$ cat config.mk
export PLATFORM = sky130hd
export DESIGN_NAME = rcr_regs
export DESIGN_NICKNAME = d
export VERILOG_FILES = /design/src/verilog/rcr_pkg.sv /design/src/verilog/rcr_regs.sv
export SDC_FILE = /design/constraint.sdc
export NUM_CORES = 1
export LEC_CHECK = 0
export ABC_AREA = 1
export BUFFER_PORTS_ARGS = -buffer_cell sky130_fd_sc_hd__clkbuf_2
export CAP_MARGIN = 15
export CELL_PAD_IN_SITES_DETAIL_PLACEMENT = 0
export CELL_PAD_IN_SITES_GLOBAL_PLACEMENT = 1
export CORE_UTILIZATION = 40
export CTS_BUF_LIST = sky130_fd_sc_hd__clkbuf_16
export DETAILED_ROUTE_END_ITERATION = 10
export GPL_TIMING_DRIVEN = 1
export PLACE_DENSITY = 0.95
export SLEW_MARGIN = 40
export SYNTH_ARGS = -nofsm -noshare
export SYNTH_HDL_FRONTEND = slang
export SYNTH_SLANG_ARGS = --single-unit
$ cat constraint.sdc
create_clock -name i_clk -period 4.47 [get_ports i_clk]
set_clock_uncertainty 0.1 [all_clocks]
set_input_delay 0.447 -clock i_clk [delete_from_list [all_inputs] [get_ports i_clk]]
set_output_delay 0.447 -clock i_clk [all_outputs]
set_load 0.1 [all_outputs]
$ cat src/verilog/rcr_pkg.sv
// Package for the regulator control register bank.
// Assumes an 8-bit register port fed by an external serial target front end.
package rcr_pkg;
   // Register addresses
   localparam logic [7:0] ADDR_PART_IDENTITY = 8'h00;
   localparam logic [7:0] ADDR_FUSE_VERSION  = 8'h01;
   localparam logic [7:0] ADDR_SWITCHER_A    = 8'h02;
   localparam logic [7:0] ADDR_PG_CFG_A      = 8'h15;
   localparam logic [7:0] ADDR_PG_CFG_B      = 8'h16;
   localparam logic [7:0] ADDR_POWER_GOOD_FAULT_FLAGS      = 8'h17;
   localparam logic [7:0] ADDR_SW_RESET      = 8'h18;
   localparam logic [7:0] ADDR_TOP_INT_A     = 8'h19;
   localparam logic [7:0] ADDR_TOP_INT_B     = 8'h1a;
   localparam logic [7:0] ADDR_SW_INT        = 8'h1b;
   localparam logic [7:0] ADDR_LIN_INT       = 8'h1c;
   localparam logic [7:0] ADDR_TOP_STATUS    = 8'h1d;
   localparam logic [7:0] ADDR_SW_STATUS     = 8'h1e;
   localparam logic [7:0] ADDR_LIN_STATUS    = 8'h1f;
   localparam logic [7:0] ADDR_TOP_MASK_A    = 8'h20;
   localparam logic [7:0] ADDR_TOP_MASK_B    = 8'h21;
   localparam logic [7:0] ADDR_SW_MASK       = 8'h22;
   localparam logic [7:0] ADDR_LIN_MASK      = 8'h23;
   localparam logic [7:0] ADDR_LOAD_SEL      = 8'h24;
   localparam logic [7:0] ADDR_LOAD_HIGH     = 8'h25;
   localparam logic [7:0] ADDR_LOAD_LOW      = 8'h26;
   // Field positions
   localparam int BIT_FORCED_PWM  = 3;
   localparam int BIT_DISCHARGE   = 2;
   localparam int BIT_PIN_GATING  = 1;
   localparam int BIT_ENABLE      = 0;
   localparam int ID_MSB          = 7;
   localparam int ID_LSB          = 6;
   // Reset values, reserved identity bits and write masks
   localparam logic [7:0] RST_SWITCHER_A    = 8'h0f;
   localparam logic [5:0] PART_RESERVED_VAL = 6'h02;
   localparam logic [7:0] RST_ZERO          = 8'h00;
   localparam logic [7:0] MASK_CTRL_A       = 8'h0f;
   localparam logic [7:0] MASK_RO_FAULT     = 8'h0f;
   localparam logic [7:0] MASK_ONE_BIT      = 8'h01;
   localparam logic [7:0] MASK_INT_SUB      = 8'h77;
   localparam logic [7:0] MASK_TOP_MASK_A   = 8'h95;
   localparam logic [7:0] MASK_SUB_MASK     = 8'hdd;
   localparam logic [7:0] MASK_PG_CFG_B     = 8'h07;
   // Write sequencing
   typedef enum logic [1:0] {WR_IDLE, WR_ADDR, WR_DATA} rcr_wr_state_type;
   // Serial front-end byte transfer
   typedef struct packed {
      logic       start;
      logic       stop;
      logic       wr_valid;
      logic [7:0] wr_byte;
      logic       rd_req;
   } rcr_xfer_type;
   // Fuse defaults loaded in the memory-read state
   typedef struct packed {
      logic [1:0] part_id;
      logic [7:0] version;
      logic       forced_pwm;
      logic       pin_gating;
      logic       enable;
   } rcr_fuse_type;
endpackage

$ cat src/verilog/rcr_regs.sv
// Regulator control register bank: identity, switcher A controls, fault/int/status/mask/load registers.
// Assumes a serial target front end delivering start/stop, write bytes and read requests synchronous to i_clk.
// Function
// - Control bit 3: 0 automatic mode, 1 forced pulse-width operation.
// - Control bit 2 connects discharge resistor while disabled; resets to one.
// - Control bit 1: 0 enable bit alone, 1 enable bit AND pin.
// - Control bit 0 enables the switcher, subject to pin gating.
// - Address zero bits 7:6 report identity code; writes ignored.
// - Address one reports eight-bit fuse version code, read only.
// - First write byte selects register address, next bytes carry data.
// - Index increments after each written data byte, never on reads.
// - Fuse-marked bits take defaults from fuse memory during memory-read state.
`timescale 1ns/10ps
module rcr_regs
   import rcr_pkg::*;
(
   // Clock and reset
   input  wire logic         i_clk,
   input  wire logic         i_rst,
   input  wire logic         i_ce,
   // Serial front end
   input  wire rcr_xfer_type i_xfer,
   output logic [7:0]        o_rd_data,
   // Fuse memory
   input  wire logic         i_fuse_load,
   input  wire rcr_fuse_type i_fuse,
   // Analog side
   input  wire logic         i_en_pin,
   input  wire logic         i_reg_a_on,
   input  wire logic [7:0]   i_power_good_fault_flags,
   input  wire logic [7:0]   i_top_status,
   input  wire logic [7:0]   i_sw_status,
   input  wire logic [7:0]   i_lin_status,
   input  wire logic [8:0]   i_load_current,
   input  wire logic [7:0]   i_top_int_set_a,
   input  wire logic         i_top_int_set_b,
   input  wire logic [7:0]   i_sw_int_set,
   input  wire logic [7:0]   i_lin_int_set,
   // Regulator controls
   output logic              o_reg_a_active,
   output logic              o_reg_a_forced_pwm_select,
   output logic              o_reg_a_discharge_on,
   output logic              o_sw_reset,
   output logic [7:0]        o_pg_config_a,
   output logic [7:0]        o_pg_config_b,
   output logic              o_load_sel
);
   localparam logic [7:0] PART_ID_CODE = 8'h01; // Arbitrary identity code

   rcr_wr_state_type wr_state_r;
   logic [7:0]       index_r;
   logic [7:0]       ctrl_a_r;
   logic [1:0]       part_id_r;
   logic [7:0]       version_r;
   logic [7:0]       pg_a_r, pg_b_r, rst_r;
   logic [7:0]       int_top_a_r, int_top_b_r, int_sw_r, int_lin_r;
   logic [7:0]       mask_top_a_r, mask_top_b_r, mask_sw_r, mask_lin_r;
   logic             load_sel_r;
   logic             wr_data;
   logic [7:0]       rd_nxt;

   // Data byte of a write transfer
   assign wr_data = i_xfer.wr_valid && (wr_state_r == WR_DATA);

   // Address then data byte sequencing
   always_ff @(posedge i_clk or posedge i_rst) begin
      if (i_rst) begin
         wr_state_r <= WR_IDLE;
      end else if (i_ce) begin
         if (i_xfer.stop) begin
            wr_state_r <= WR_IDLE;
         end else if (i_xfer.start) begin
            wr_state_r <= WR_ADDR;
         end else if (i_xfer.wr_valid && wr_state_r == WR_ADDR) begin
            wr_state_r <= WR_DATA;
         end
      end
   end

   // Register index
   always_ff @(posedge i_clk or posedge i_rst) begin
      if (i_rst) begin
         index_r <= RST_ZERO;
      end else if (i_ce) begin
         if (i_xfer.wr_valid && wr_state_r == WR_ADDR) begin
            index_r <= i_xfer.wr_byte;
         end else if (wr_data) begin
            index_r <= 8'(index_r + 8'h01);
         end
      end
   end

   // Switcher A control and fuse-loaded identity
   always_ff @(posedge i_clk or posedge i_rst) begin
      if (i_rst) begin
         ctrl_a_r  <= RST_SWITCHER_A;
         part_id_r <= 2'h0;
         version_r <= RST_ZERO;
      end else if (i_ce) begin
         if (i_fuse_load) begin
            part_id_r                <= i_fuse.part_id;
            version_r                <= i_fuse.version;
            ctrl_a_r[BIT_FORCED_PWM] <= i_fuse.forced_pwm;
            ctrl_a_r[BIT_PIN_GATING] <= i_fuse.pin_gating;
            ctrl_a_r[BIT_ENABLE]     <= i_fuse.enable;
         end else if (wr_data && index_r == ADDR_SWITCHER_A) begin
            ctrl_a_r <= i_xfer.wr_byte & MASK_CTRL_A;
         end
      end
   end

   // Plain configuration registers
   always_ff @(posedge i_clk or posedge i_rst) begin
      if (i_rst) begin
         pg_a_r       <= RST_ZERO;
         pg_b_r       <= RST_ZERO;
         rst_r        <= RST_ZERO;
         mask_top_a_r <= RST_ZERO;
         mask_top_b_r <= RST_ZERO;
         mask_sw_r    <= RST_ZERO;
         mask_lin_r   <= RST_ZERO;
         load_sel_r   <= 1'b0;
      end else if (i_ce) begin
         rst_r <= RST_ZERO;
         if (wr_data) begin
            unique case (index_r)
               ADDR_PG_CFG_A:   pg_a_r       <= i_xfer.wr_byte;
               ADDR_PG_CFG_B:   pg_b_r       <= i_xfer.wr_byte & MASK_PG_CFG_B;
               ADDR_SW_RESET:   rst_r        <= i_xfer.wr_byte & MASK_ONE_BIT;
               ADDR_TOP_MASK_A: mask_top_a_r <= i_xfer.wr_byte & MASK_TOP_MASK_A;
               ADDR_TOP_MASK_B: mask_top_b_r <= i_xfer.wr_byte & MASK_ONE_BIT;
               ADDR_SW_MASK:    mask_sw_r    <= i_xfer.wr_byte & MASK_SUB_MASK;
               ADDR_LIN_MASK:   mask_lin_r   <= i_xfer.wr_byte & MASK_SUB_MASK;
               ADDR_LOAD_SEL:   load_sel_r   <= i_xfer.wr_byte[0];
               default: ;
            endcase
         end
      end
   end

   // Sticky interrupt flags, write one to clear, set wins
   always_ff @(posedge i_clk or posedge i_rst) begin
      if (i_rst) begin
         int_top_a_r <= RST_ZERO;
         int_top_b_r <= RST_ZERO;
         int_sw_r    <= RST_ZERO;
         int_lin_r   <= RST_ZERO;
      end else if (i_ce) begin
         int_top_a_r <= (int_top_a_r & ~((wr_data && index_r == ADDR_TOP_INT_A) ? i_xfer.wr_byte : 8'h00))
                        | i_top_int_set_a;
         int_top_b_r <= ((int_top_b_r & ~((wr_data && index_r == ADDR_TOP_INT_B) ? i_xfer.wr_byte : 8'h00))
                        | {7'h00, i_top_int_set_b}) & MASK_ONE_BIT;
         int_sw_r    <= ((int_sw_r & ~((wr_data && index_r == ADDR_SW_INT) ? i_xfer.wr_byte : 8'h00))
                        | i_sw_int_set) & MASK_INT_SUB;
         int_lin_r   <= ((int_lin_r & ~((wr_data && index_r == ADDR_LIN_INT) ? i_xfer.wr_byte : 8'h00))
                        | i_lin_int_set) & MASK_INT_SUB;
      end
   end

   // Read multiplexer, index held on reads
   always_comb begin
      rd_nxt = RST_ZERO;
      unique case (index_r)
         ADDR_PART_IDENTITY: rd_nxt = {part_id_r ^ PART_ID_CODE[1:0], PART_RESERVED_VAL};
         ADDR_FUSE_VERSION:  rd_nxt = version_r;
         ADDR_SWITCHER_A:    rd_nxt = ctrl_a_r;
         ADDR_PG_CFG_A:      rd_nxt = pg_a_r;
         ADDR_PG_CFG_B:      rd_nxt = pg_b_r;
         ADDR_POWER_GOOD_FAULT_FLAGS:      rd_nxt = i_power_good_fault_flags & MASK_RO_FAULT;
         ADDR_SW_RESET:      rd_nxt = rst_r;
         ADDR_TOP_INT_A:     rd_nxt = int_top_a_r;
         ADDR_TOP_INT_B:     rd_nxt = int_top_b_r;
         ADDR_SW_INT:        rd_nxt = int_sw_r;
         ADDR_LIN_INT:       rd_nxt = int_lin_r;
         ADDR_TOP_STATUS:    rd_nxt = i_top_status;
         ADDR_SW_STATUS:     rd_nxt = {i_sw_status[7:4], i_sw_status[3:1], i_reg_a_on};
         ADDR_LIN_STATUS:    rd_nxt = i_lin_status;
         ADDR_TOP_MASK_A:    rd_nxt = mask_top_a_r;
         ADDR_TOP_MASK_B:    rd_nxt = mask_top_b_r;
         ADDR_SW_MASK:       rd_nxt = mask_sw_r;
         ADDR_LIN_MASK:      rd_nxt = mask_lin_r;
         ADDR_LOAD_SEL:      rd_nxt = {7'h00, load_sel_r};
         ADDR_LOAD_HIGH:     rd_nxt = {7'h00, i_load_current[8]};
         ADDR_LOAD_LOW:      rd_nxt = i_load_current[7:0];
         default:            rd_nxt = RST_ZERO;
      endcase
   end

   // Read data register
   always_ff @(posedge i_clk or posedge i_rst) begin
      if (i_rst) begin
         o_rd_data <= RST_ZERO;
      end else if (i_ce && i_xfer.rd_req) begin
         o_rd_data <= rd_nxt;
      end
   end

   // Regulator control decode
   assign o_reg_a_active            = ctrl_a_r[BIT_ENABLE] && (!ctrl_a_r[BIT_PIN_GATING] || i_en_pin);
   assign o_reg_a_forced_pwm_select = ctrl_a_r[BIT_FORCED_PWM];
   assign o_reg_a_discharge_on      = ctrl_a_r[BIT_DISCHARGE] && !o_reg_a_active;
   assign o_sw_reset                = rst_r[0];
   assign o_pg_config_a             = pg_a_r;
   assign o_pg_config_b             = pg_b_r;
   assign o_load_sel                = load_sel_r;

   // Assertions
   a_gate_pin: assert property (@(posedge i_clk) disable iff (i_rst)
      (ctrl_a_r[BIT_PIN_GATING] && !i_en_pin) |-> !o_reg_a_active) else $error("pin gating ignored");
   a_enable_off: assert property (@(posedge i_clk) disable iff (i_rst)
      !ctrl_a_r[BIT_ENABLE] |-> !o_reg_a_active) else $error("active while disabled");
   a_discharge: assert property (@(posedge i_clk) disable iff (i_rst)
      (ctrl_a_r[BIT_DISCHARGE] && !o_reg_a_active) |-> o_reg_a_discharge_on) else $error("discharge missing");
   a_ctrl_write: assert property (@(posedge i_clk) disable iff (i_rst)
      (i_ce && !i_fuse_load && wr_data && index_r == ADDR_SWITCHER_A)
      |=> ctrl_a_r == ($past(i_xfer.wr_byte) & MASK_CTRL_A)) else $error("control write lost");
   a_id_ro: assert property (@(posedge i_clk) disable iff (i_rst)
      !i_fuse_load |=> $stable(part_id_r)) else $error("identity changed");
   a_ver_ro: assert property (@(posedge i_clk) disable iff (i_rst)
      !i_fuse_load |=> $stable(version_r)) else $error("version changed");
   a_addr_byte: assert property (@(posedge i_clk) disable iff (i_rst)
      (i_ce && !i_xfer.stop && !i_xfer.start && i_xfer.wr_valid && wr_state_r == WR_ADDR)
      |=> index_r == $past(i_xfer.wr_byte) && wr_state_r == WR_DATA) else $error("address byte");
   a_incr: assert property (@(posedge i_clk) disable iff (i_rst)
      (i_ce && wr_data) |=> index_r == 8'($past(index_r) + 8'h01)) else $error("no increment");
   a_no_rd_incr: assert property (@(posedge i_clk) disable iff (i_rst)
      (i_ce && i_xfer.rd_req && !i_xfer.wr_valid) |=> $stable(index_r)) else $error("read moved index");
   a_fuse_load: assert property (@(posedge i_clk) disable iff (i_rst)
      (i_ce && i_fuse_load) |=> version_r == $past(i_fuse.version)) else $error("fuse not loaded");

   // Further guards
   a_ce_freeze: assert property (@(posedge i_clk) disable iff (i_rst)
      !i_ce |=> $stable(ctrl_a_r) && $stable(index_r) && $stable(wr_state_r) && $stable(o_rd_data))
      else $error("state moved while frozen");

   a_stop_idle: assert property (@(posedge i_clk) disable iff (i_rst)
      (i_ce && i_xfer.stop) |=> wr_state_r == WR_IDLE)
      else $error("stop not idle");

   a_start_addr: assert property (@(posedge i_clk) disable iff (i_rst)
      (i_ce && !i_xfer.stop && i_xfer.start) |=> wr_state_r == WR_ADDR)
      else $error("start not address phase");

   a_rd_capture: assert property (@(posedge i_clk) disable iff (i_rst)
      (i_ce && i_xfer.rd_req) |=> o_rd_data == $past(rd_nxt))
      else $error("read data not captured");

   a_rd_hold: assert property (@(posedge i_clk) disable iff (i_rst)
      !(i_ce && i_xfer.rd_req) |=> $stable(o_rd_data))
      else $error("read data moved");

   a_id_write: assert property (@(posedge i_clk) disable iff (i_rst)
      (i_ce && !i_fuse_load && wr_data && index_r == ADDR_PART_IDENTITY) |=> $stable(part_id_r))
      else $error("identity written");

   a_ver_write: assert property (@(posedge i_clk) disable iff (i_rst)
      (i_ce && !i_fuse_load && wr_data && index_r == ADDR_FUSE_VERSION) |=> $stable(version_r))
      else $error("version written");

   a_discharge_off: assert property (@(posedge i_clk) disable iff (i_rst)
      o_reg_a_active |-> !o_reg_a_discharge_on)
      else $error("discharge while active");

   a_enable_on: assert property (@(posedge i_clk) disable iff (i_rst)
      (ctrl_a_r[BIT_ENABLE] && i_en_pin) |-> o_reg_a_active)
      else $error("enabled but off");

   a_ungated_on: assert property (@(posedge i_clk) disable iff (i_rst)
      (ctrl_a_r[BIT_ENABLE] && !ctrl_a_r[BIT_PIN_GATING]) |-> o_reg_a_active)
      else $error("ungated but off");

   a_ctrl_reserved: assert property (@(posedge i_clk) disable iff (i_rst)
      ctrl_a_r[7:4] == 4'h0)
      else $error("reserved control bits set");

   a_flag_set: assert property (@(posedge i_clk) disable iff (i_rst)
      (i_ce && i_sw_int_set != 8'h00)
      |=> (int_sw_r & $past(i_sw_int_set) & MASK_INT_SUB) == ($past(i_sw_int_set) & MASK_INT_SUB))
      else $error("flag set lost");

   a_flag_clear: assert property (@(posedge i_clk) disable iff (i_rst)
      (i_ce && wr_data && index_r == ADDR_SW_INT && i_sw_int_set == 8'h00)
      |=> (int_sw_r & $past(i_xfer.wr_byte)) == 8'h00) else $error("flag not cleared");

   a_reset_pulse: assert property (@(posedge i_clk) disable iff (i_rst)
      (i_ce && o_sw_reset && !(wr_data && index_r == ADDR_SW_RESET)) |=> !o_sw_reset)
      else $error("reset pulse stuck");

   a_pg_b_write: assert property (@(posedge i_clk) disable iff (i_rst)
      (i_ce && wr_data && index_r == ADDR_PG_CFG_B) |=> o_pg_config_b == ($past(i_xfer.wr_byte) & MASK_PG_CFG_B))
      else $error("power good write lost");

   a_unmapped_rd: assert property (@(posedge i_clk) disable iff (i_rst)
      (i_ce && i_xfer.rd_req && index_r > ADDR_LOAD_LOW) |=> o_rd_data == 8'h00)
      else $error("unmapped read not zero");

   a_fuse_ctrl: assert property (@(posedge i_clk) disable iff (i_rst)
      (i_ce && i_fuse_load) |=> ctrl_a_r[BIT_ENABLE] == $past(i_fuse.enable))
      else $error("fuse enable not loaded");

   c_freeze: cover property (@(posedge i_clk) !i_ce && i_xfer.wr_valid);
   c_burst: cover property (@(posedge i_clk) wr_data ##1 wr_data);
   c_gated: cover property (@(posedge i_clk) ctrl_a_r[BIT_PIN_GATING] && o_reg_a_active);
   c_read: cover property (@(posedge i_clk) i_xfer.rd_req && index_r == ADDR_FUSE_VERSION);
   c_fuse: cover property (@(posedge i_clk) i_fuse_load);
endmodule

Yosys cells after proc, flatten, opt, wreduce, memory -nomap -nowiden. Cells that the tools add are included.

Magnitude comparators: 0. Add/sub/neg operators: 1. Equality and inequality tests: 22. Mux-type cells: 15. Reduce and logical (&&, ||, !) cells: 29. Multipliers: 0. Div/mod/pow operators: 0. Shifts and indexed selects: 0. Bitwise gates (word level): 14.

Operators with widths (count): $pmux 8 s21 (1); $eq 8x5->1 const B (11); $eq 8x6->1 const B (7); $mux 8 (3); $reduce_and 3->1 (8); $and 7x7->7 (2); $mux 7 (2); $not 7->7 (2); $or 7x7->7 (2); $logic_and 1x1->1 (10); $add 8x1->8 const B (1); $and 8x8->8 (1); $eq 8x1->1 const B (1); $eq 8x2->1 const B (1); $logic_not 8->1 (1); $mux 2 (4); $not 8->8 (1); $or 8x8->8 (1); $reduce_and 2->1 (4); $mux 1 (4); $mux 4 (1); $reduce_bool 2->1 (2); $not 1->1 (3); $reduce_bool 3->1 (1); other kinds (6) (7).

Register bits: 90. Latch bits: 0. ROM bits: 0. Memories kept: 0. RAM bits: 0. Output and inout port bits: 29.

Logic depth before layout (Yosys ltp).
Depth after elaboration: 7. Depth in mapped cells: 12. Depth with buffers taken out: 12.

Worst setup path before layout. No wires, ideal clock.

Kind: reg-to-output. Start point: register ctrl_a_r[1]. End point: output o_reg_a_discharge_on. Setup slack: 1.426 ns. Stages on the path, launching flop included: 4. Data required time: 3.923 ns. Arrival time: 2.497 ns. Path through: dfstp_2 -> inv_1 -> o21a_1 -> nor2_1.

Word-level cells in the longest chain between the ends: 5.

RTL lines: from (decl) (line rcr_regs.sv:52) `logic [7:0] ctrl_a_r;`; from (signal, indexed assignment) (line rcr_regs.sv:103) `ctrl_a_r[BIT_FORCED_PWM] <= i_fuse.forced_pwm;`; from (signal, indexed assignment) (line rcr_regs.sv:104) `ctrl_a_r[BIT_PIN_GATING] <= i_fuse.pin_gating;`; from (signal, indexed assignment) (line rcr_regs.sv:105) `ctrl_a_r[BIT_ENABLE] <= i_fuse.enable;`; $logic_not 1->1 (line rcr_regs.sv:199) `assign o_reg_a_active = ctrl_a_r[BIT_ENABLE] && (!ctrl_a_r[BIT_PIN_GATING] || i_en_pin);`; $logic_or 1x1->1 (line rcr_regs.sv:199); $logic_and 1x1->1 (line rcr_regs.sv:199); named net o_reg_a_active (line rcr_regs.sv:40) `output logic o_reg_a_active,`; $logic_not 1->1 (line rcr_regs.sv:201) `assign o_reg_a_discharge_on = ctrl_a_r[BIT_DISCHARGE] && !o_reg_a_active;`; $logic_and 1x1->1 (line rcr_regs.sv:201); to (decl) (line rcr_regs.sv:42) `output logic o_reg_a_discharge_on,`.

The timed path passes the listed nets, and every way through them passes these cells.

Final worst setup path.
Start point: register index_r[6]. End point: register o_rd_data[2].

Word-level cells in the longest chain between the ends: 2. Elaborated cells between the ends (all ways): 22. Those cells by class: eq/ne: 20; mux: 1; reduce/logical: 1.

RTL lines: from (decl) (line rcr_regs.sv:51) `logic [7:0] index_r;`; from (signal assigned) (line rcr_regs.sv:86) `index_r <= i_xfer.wr_byte;`; from (signal assigned) (line rcr_regs.sv:88) `index_r <= 8'(index_r + 8'h01);`; $eq 8x6->1 (tied with other cells) (line rcr_regs.sv:163) `unique case (index_r)`; $pmux 8 s21 * (line rcr_regs.sv:163); to (signal assigned) (line rcr_regs.sv:194) `o_rd_data <= rd_nxt;`; to (decl) (line rcr_regs.sv:23) `output logic [7:0] o_rd_data,`.

Mark *: on every way between the ends. The rest lies on a longest branch, timed or not. A chain may end at the register's enable or synchronous reset.

==> impl_results.rst <==
.. list-table::
   :header-rows: 1

   * - Metric
     - Value
   * - Max Buffers Root-to-Sink
     - 2
   * - Number of instances in the synthesized netlist
     - 620
   * - DR vias/cell
     - between 5 and 6
   * - Core area
     - 11000 sq um
   * - Number of global-route vias before repair
     - 4294
   * - Count of clock tree sinks
     - 83
   * - Cts repair resizes
     - 0
   * - Critical Setup Path Class
     - reg -> reg
   * - Status
     - finished, final reports clean
   * - Share of the synthesized area in the top cell type
     - 42.9%
   * - Postcts setup bufs
     - 0
   * - Clock transition time at the flip-flop clock pins of the worst setup and hold paths
     - 0.06 ns
   * - Power Density
     - 434 nW/um^2
   * - Final total power
     - approximately 2.4 mW
   * - IR Drop Worst-Case VDD
     - 192 uV
   * - Required arrival time at the worst endpoint
     - 4.65 ns
   * - Ranking of synthesized cells by area
     - sky130_fd_sc_hd__dfrtp_1, sky130_fd_sc_hd__nand2_1, sky130_fd_sc_hd__nand3_1
   * - Aggregate negative setup slack
     - 0 ns
   * - Top-count cell post-synth
     - sky130_fd_sc_hd__nand2_1
   * - First-pass iteration count of the detailed router
     - 5
   * - Count of state elements after synthesis
     - 83
   * - Util after Layout
     - 50.3%
   * - Starting density of the core
     - 41.7%
   * - DRC
     - 0
   * - Post-Synthesis Mean Instance Area
     - 7.42 sq um
   * - Die Span X
     - 109 um
   * - Gpl congestion
     - 0.893
   * - Insertion delay of the later-clocked pin in the worst-skew pair
     - 0.34 ns
   * - Die extent in y
     - around 110 um
   * - Synth Warn #
     - 0
   * - Maximum fanout along the worst path
     - 11
   * - Final clock period utilization by the worst path
     - 54.8%
   * - Worst slack after detailed placement
     - 1.97 ns
   * - Clock tree from TritonCTS
     - yes
   * - Area occupied by multi-input gates
     - around 2200 sq um
   * - Max-cap viol count
     - 0
   * - Worst Path Arrival
     - roughly 2.6 ns
   * - Initial antenna violation count
     - 1
   * - Final nets
     - around 830
   * - Lkg Pwr
     - roughly 2.8 nW
   * - Synth top cells by count
     - sky130_fd_sc_hd__nand2_1, sky130_fd_sc_hd__nand3_1, sky130_fd_sc_hd__dfrtp_1
   * - Max Freq
     - about 400 MHz
   * - Critical path startpoint category
     - register
   * - Slew Viols, Final
     - 0
   * - Residual overflow from global routing
     - 0
   * - Number of H-tree levels
     - 3
   * - Total setup violations reported at the end of the flow
     - 0
   * - Post-route minimum period
     - 2.45 ns
   * - Routed WL
     - ~15000 um
   * - Ports
     - 126
   * - Quantity of I/O buffers inserted on ports
     - 111
   * - Mapped cell area
     - 4600 sq um
   * - Wire per inst
     - ~17 um
   * - Number of clock buffers inserted by TritonCTS
     - 9
   * - Share of post-route cells with drive strength above 1
     - 22.1%
   * - Sequential-to-total area share from yosys stat
     - 45.2%
   * - Number of enable flip-flop cells after synthesis
     - 0
   * - Share of synthesized flip-flops with an asynchronous set or reset
     - 100%
   * - Sequential cell area in the final layout
     - roughly 2100 sq um
   * - Number of distinct standard cells referenced by the synthesized netlist
     - 35
   * - Final Worst Setup Slack
     - 2.02 ns
   * - Final hold vios
     - 0
   * - Violation count after the first detailed-routing iteration
     - 414
   * - Minimum setup slack among reg-to-reg paths
     - approximately 2 ns
   * - Top FF cell, synth
     - sky130_fd_sc_hd__dfrtp_1
   * - Setup repair after global routing missed its margin
     - no
   * - Number of vias in the routed layout
     - 4606
   * - Filler instances
     - 1122
   * - Placed wire-length estimate
     - around 11000 um
   * - Count of non-filler cells in the finished layout
     - 870
   * - Std-Cell Rows
     - 38
   * - Placed cell count
     - ~850
   * - CTS root buf
     - sky130_fd_sc_hd__clkbuf_16
   * - Dominant cell type by area after synthesis
     - sky130_fd_sc_hd__dfrtp_1
   * - Global-route wire length before repair
     - 22200 um
   * - Count of antenna-violating nets left after detailed routing
     - 0
   * - Largest net degree at the start of global routing
     - between 50 and 60
   * - Die Footprint
     - 11900 sq um
   * - Area growth from synthesis to layout
     - 20.4%
   * - Slew @ Worst Pin
     - 0.927 ns
   * - Headroom to the max-slew limit
     - 38.0%
   * - Diode insertion count for antenna repair
     - 0
   * - Capturing element type of the critical path
     - register
   * - Global routing usage summed across all routing layers
     - 25.6%
   * - Number of buffers added to fix hold violations after cts
     - 0
   * - Worst min path class
     - in -> async
power breakdown:
part	total (mW)	leakage [nW]	switching [mW]	internal (mW)
clock	0.796	0.147	0.308	0.487
combinational	0.721	1.64	0.558	0.163
sequential	0.891	0.991	0.0659	0.825
total	2.41	2.78	0.932	1.48
path summary, 6_finish.rpt:
check,from,endpoint,cells past startpoint
worst max-delay path,index_r[6],o_rd_data[2],9
worst min-delay path,i_rst,index_r[4],2
worst max register to register,index_r[6],o_rd_data[2],9
worst min register to register,o_rd_data[3],o_rd_data[3],2
max in group asynchronous,i_rst,version_r[3],3
min in group i_clk,i_xfer[10],wr_state_r[0],2
layout make-up:
class / count / area share [%]
multi-input cells: 470 / 39.9
flip-flops and latches: 83 / 37.6
repair buffers: 113 / 10.3
clock buffers: 9 / 4.06
inverters: 48 / 3.34
well taps: 140 / 3.16
clock inverters: 7 / 1.65
layout by cell type (no fill, tap or decap), types with 6 or more instances in the layout:
cell	count
sky130_fd_sc_hd__nand2_1	193
sky130_fd_sc_hd__clkbuf_2	111
sky130_fd_sc_hd__nand3_1	93
sky130_fd_sc_hd__dfrtp_1	79
sky130_fd_sc_hd__o21ai_0	63
sky130_fd_sc_hd__nor2_1	50
sky130_fd_sc_hd__inv_1	40
sky130_fd_sc_hd__a21oi_1	12
sky130_fd_sc_hd__clkbuf_16	9
sky130_fd_sc_hd__inv_2	7
sky130_fd_sc_hd__mux2_2	7
sky130_fd_sc_hd__o21ai_1	6
worst max-delay path, stage by stage, from the launching register on:
cell and delay, ns:
sky130_fd_sc_hd__dfrtp_1 0.38, sky130_fd_sc_hd__inv_1 0.14, sky130_fd_sc_hd__nand2_2 0.12, sky130_fd_sc_hd__nor2_1 0.61
sky130_fd_sc_hd__nand2_1 0.28, sky130_fd_sc_hd__o21ai_0 0.44, sky130_fd_sc_hd__nor2_1 0.07, sky130_fd_sc_hd__nand2_1 0.09
sky130_fd_sc_hd__o21ai_0 0.08, sky130_fd_sc_hd__nand2_1 0.07
metrics by stage:
| step | area, sq um | hold WS [ns] |
|---|---|---|
| after floorplan | 4620 | 0.353 |
| after global placement | 5220 | 0.366 |
| after detailed placement | 5220 | 0.372 |
| after CTS | 5540 | 0.0412 |
| after global routing | 5540 | 0.0723 |
| final | 5540 | 0.0161 |
kinds of logic after synthesis:
family	after synthesis	share of synthesized area (%)
AOI/OAI and AO/OA	95	11.0
xor gates and xnor gates	2	0.381
adders and majority gates	5	1.36
buffers and inverters	71	7.15
DFF	83	45.2
muxes	7	1.71
other	1	0.0815
and+or+nand+nor	356	33.1
flip-flops by register name (all words and copies together) (netlist names):
name           count
o_rd_data          8
o_pg_config_a      8
version_r          8
mask_sw_r          6
mask_lin_r         6
ctrl_a_r           4
o_pg_config_b      3
part_id_r          2
int_top_a_r        8
index_r            8
mask_top_b_r       1
o_load_sel         1
mask_top_a_r       4
rst_r              1
int_lin_r          6
int_top_b_r        1
int_sw_r           6
wr_state_r         2
routing by layer:
metal  vias to the layer above  global-route usage (%)  part of all wire [%]
li1                       2229                       -                     -
met5                         -                       0                 0.089
met3                        34                    4.96                   9.1
met2                       229                    37.7                    44
met4                         2                    12.8                   3.3
met1                      2112                    35.7                    44
(Power assumes the default switching activity.)
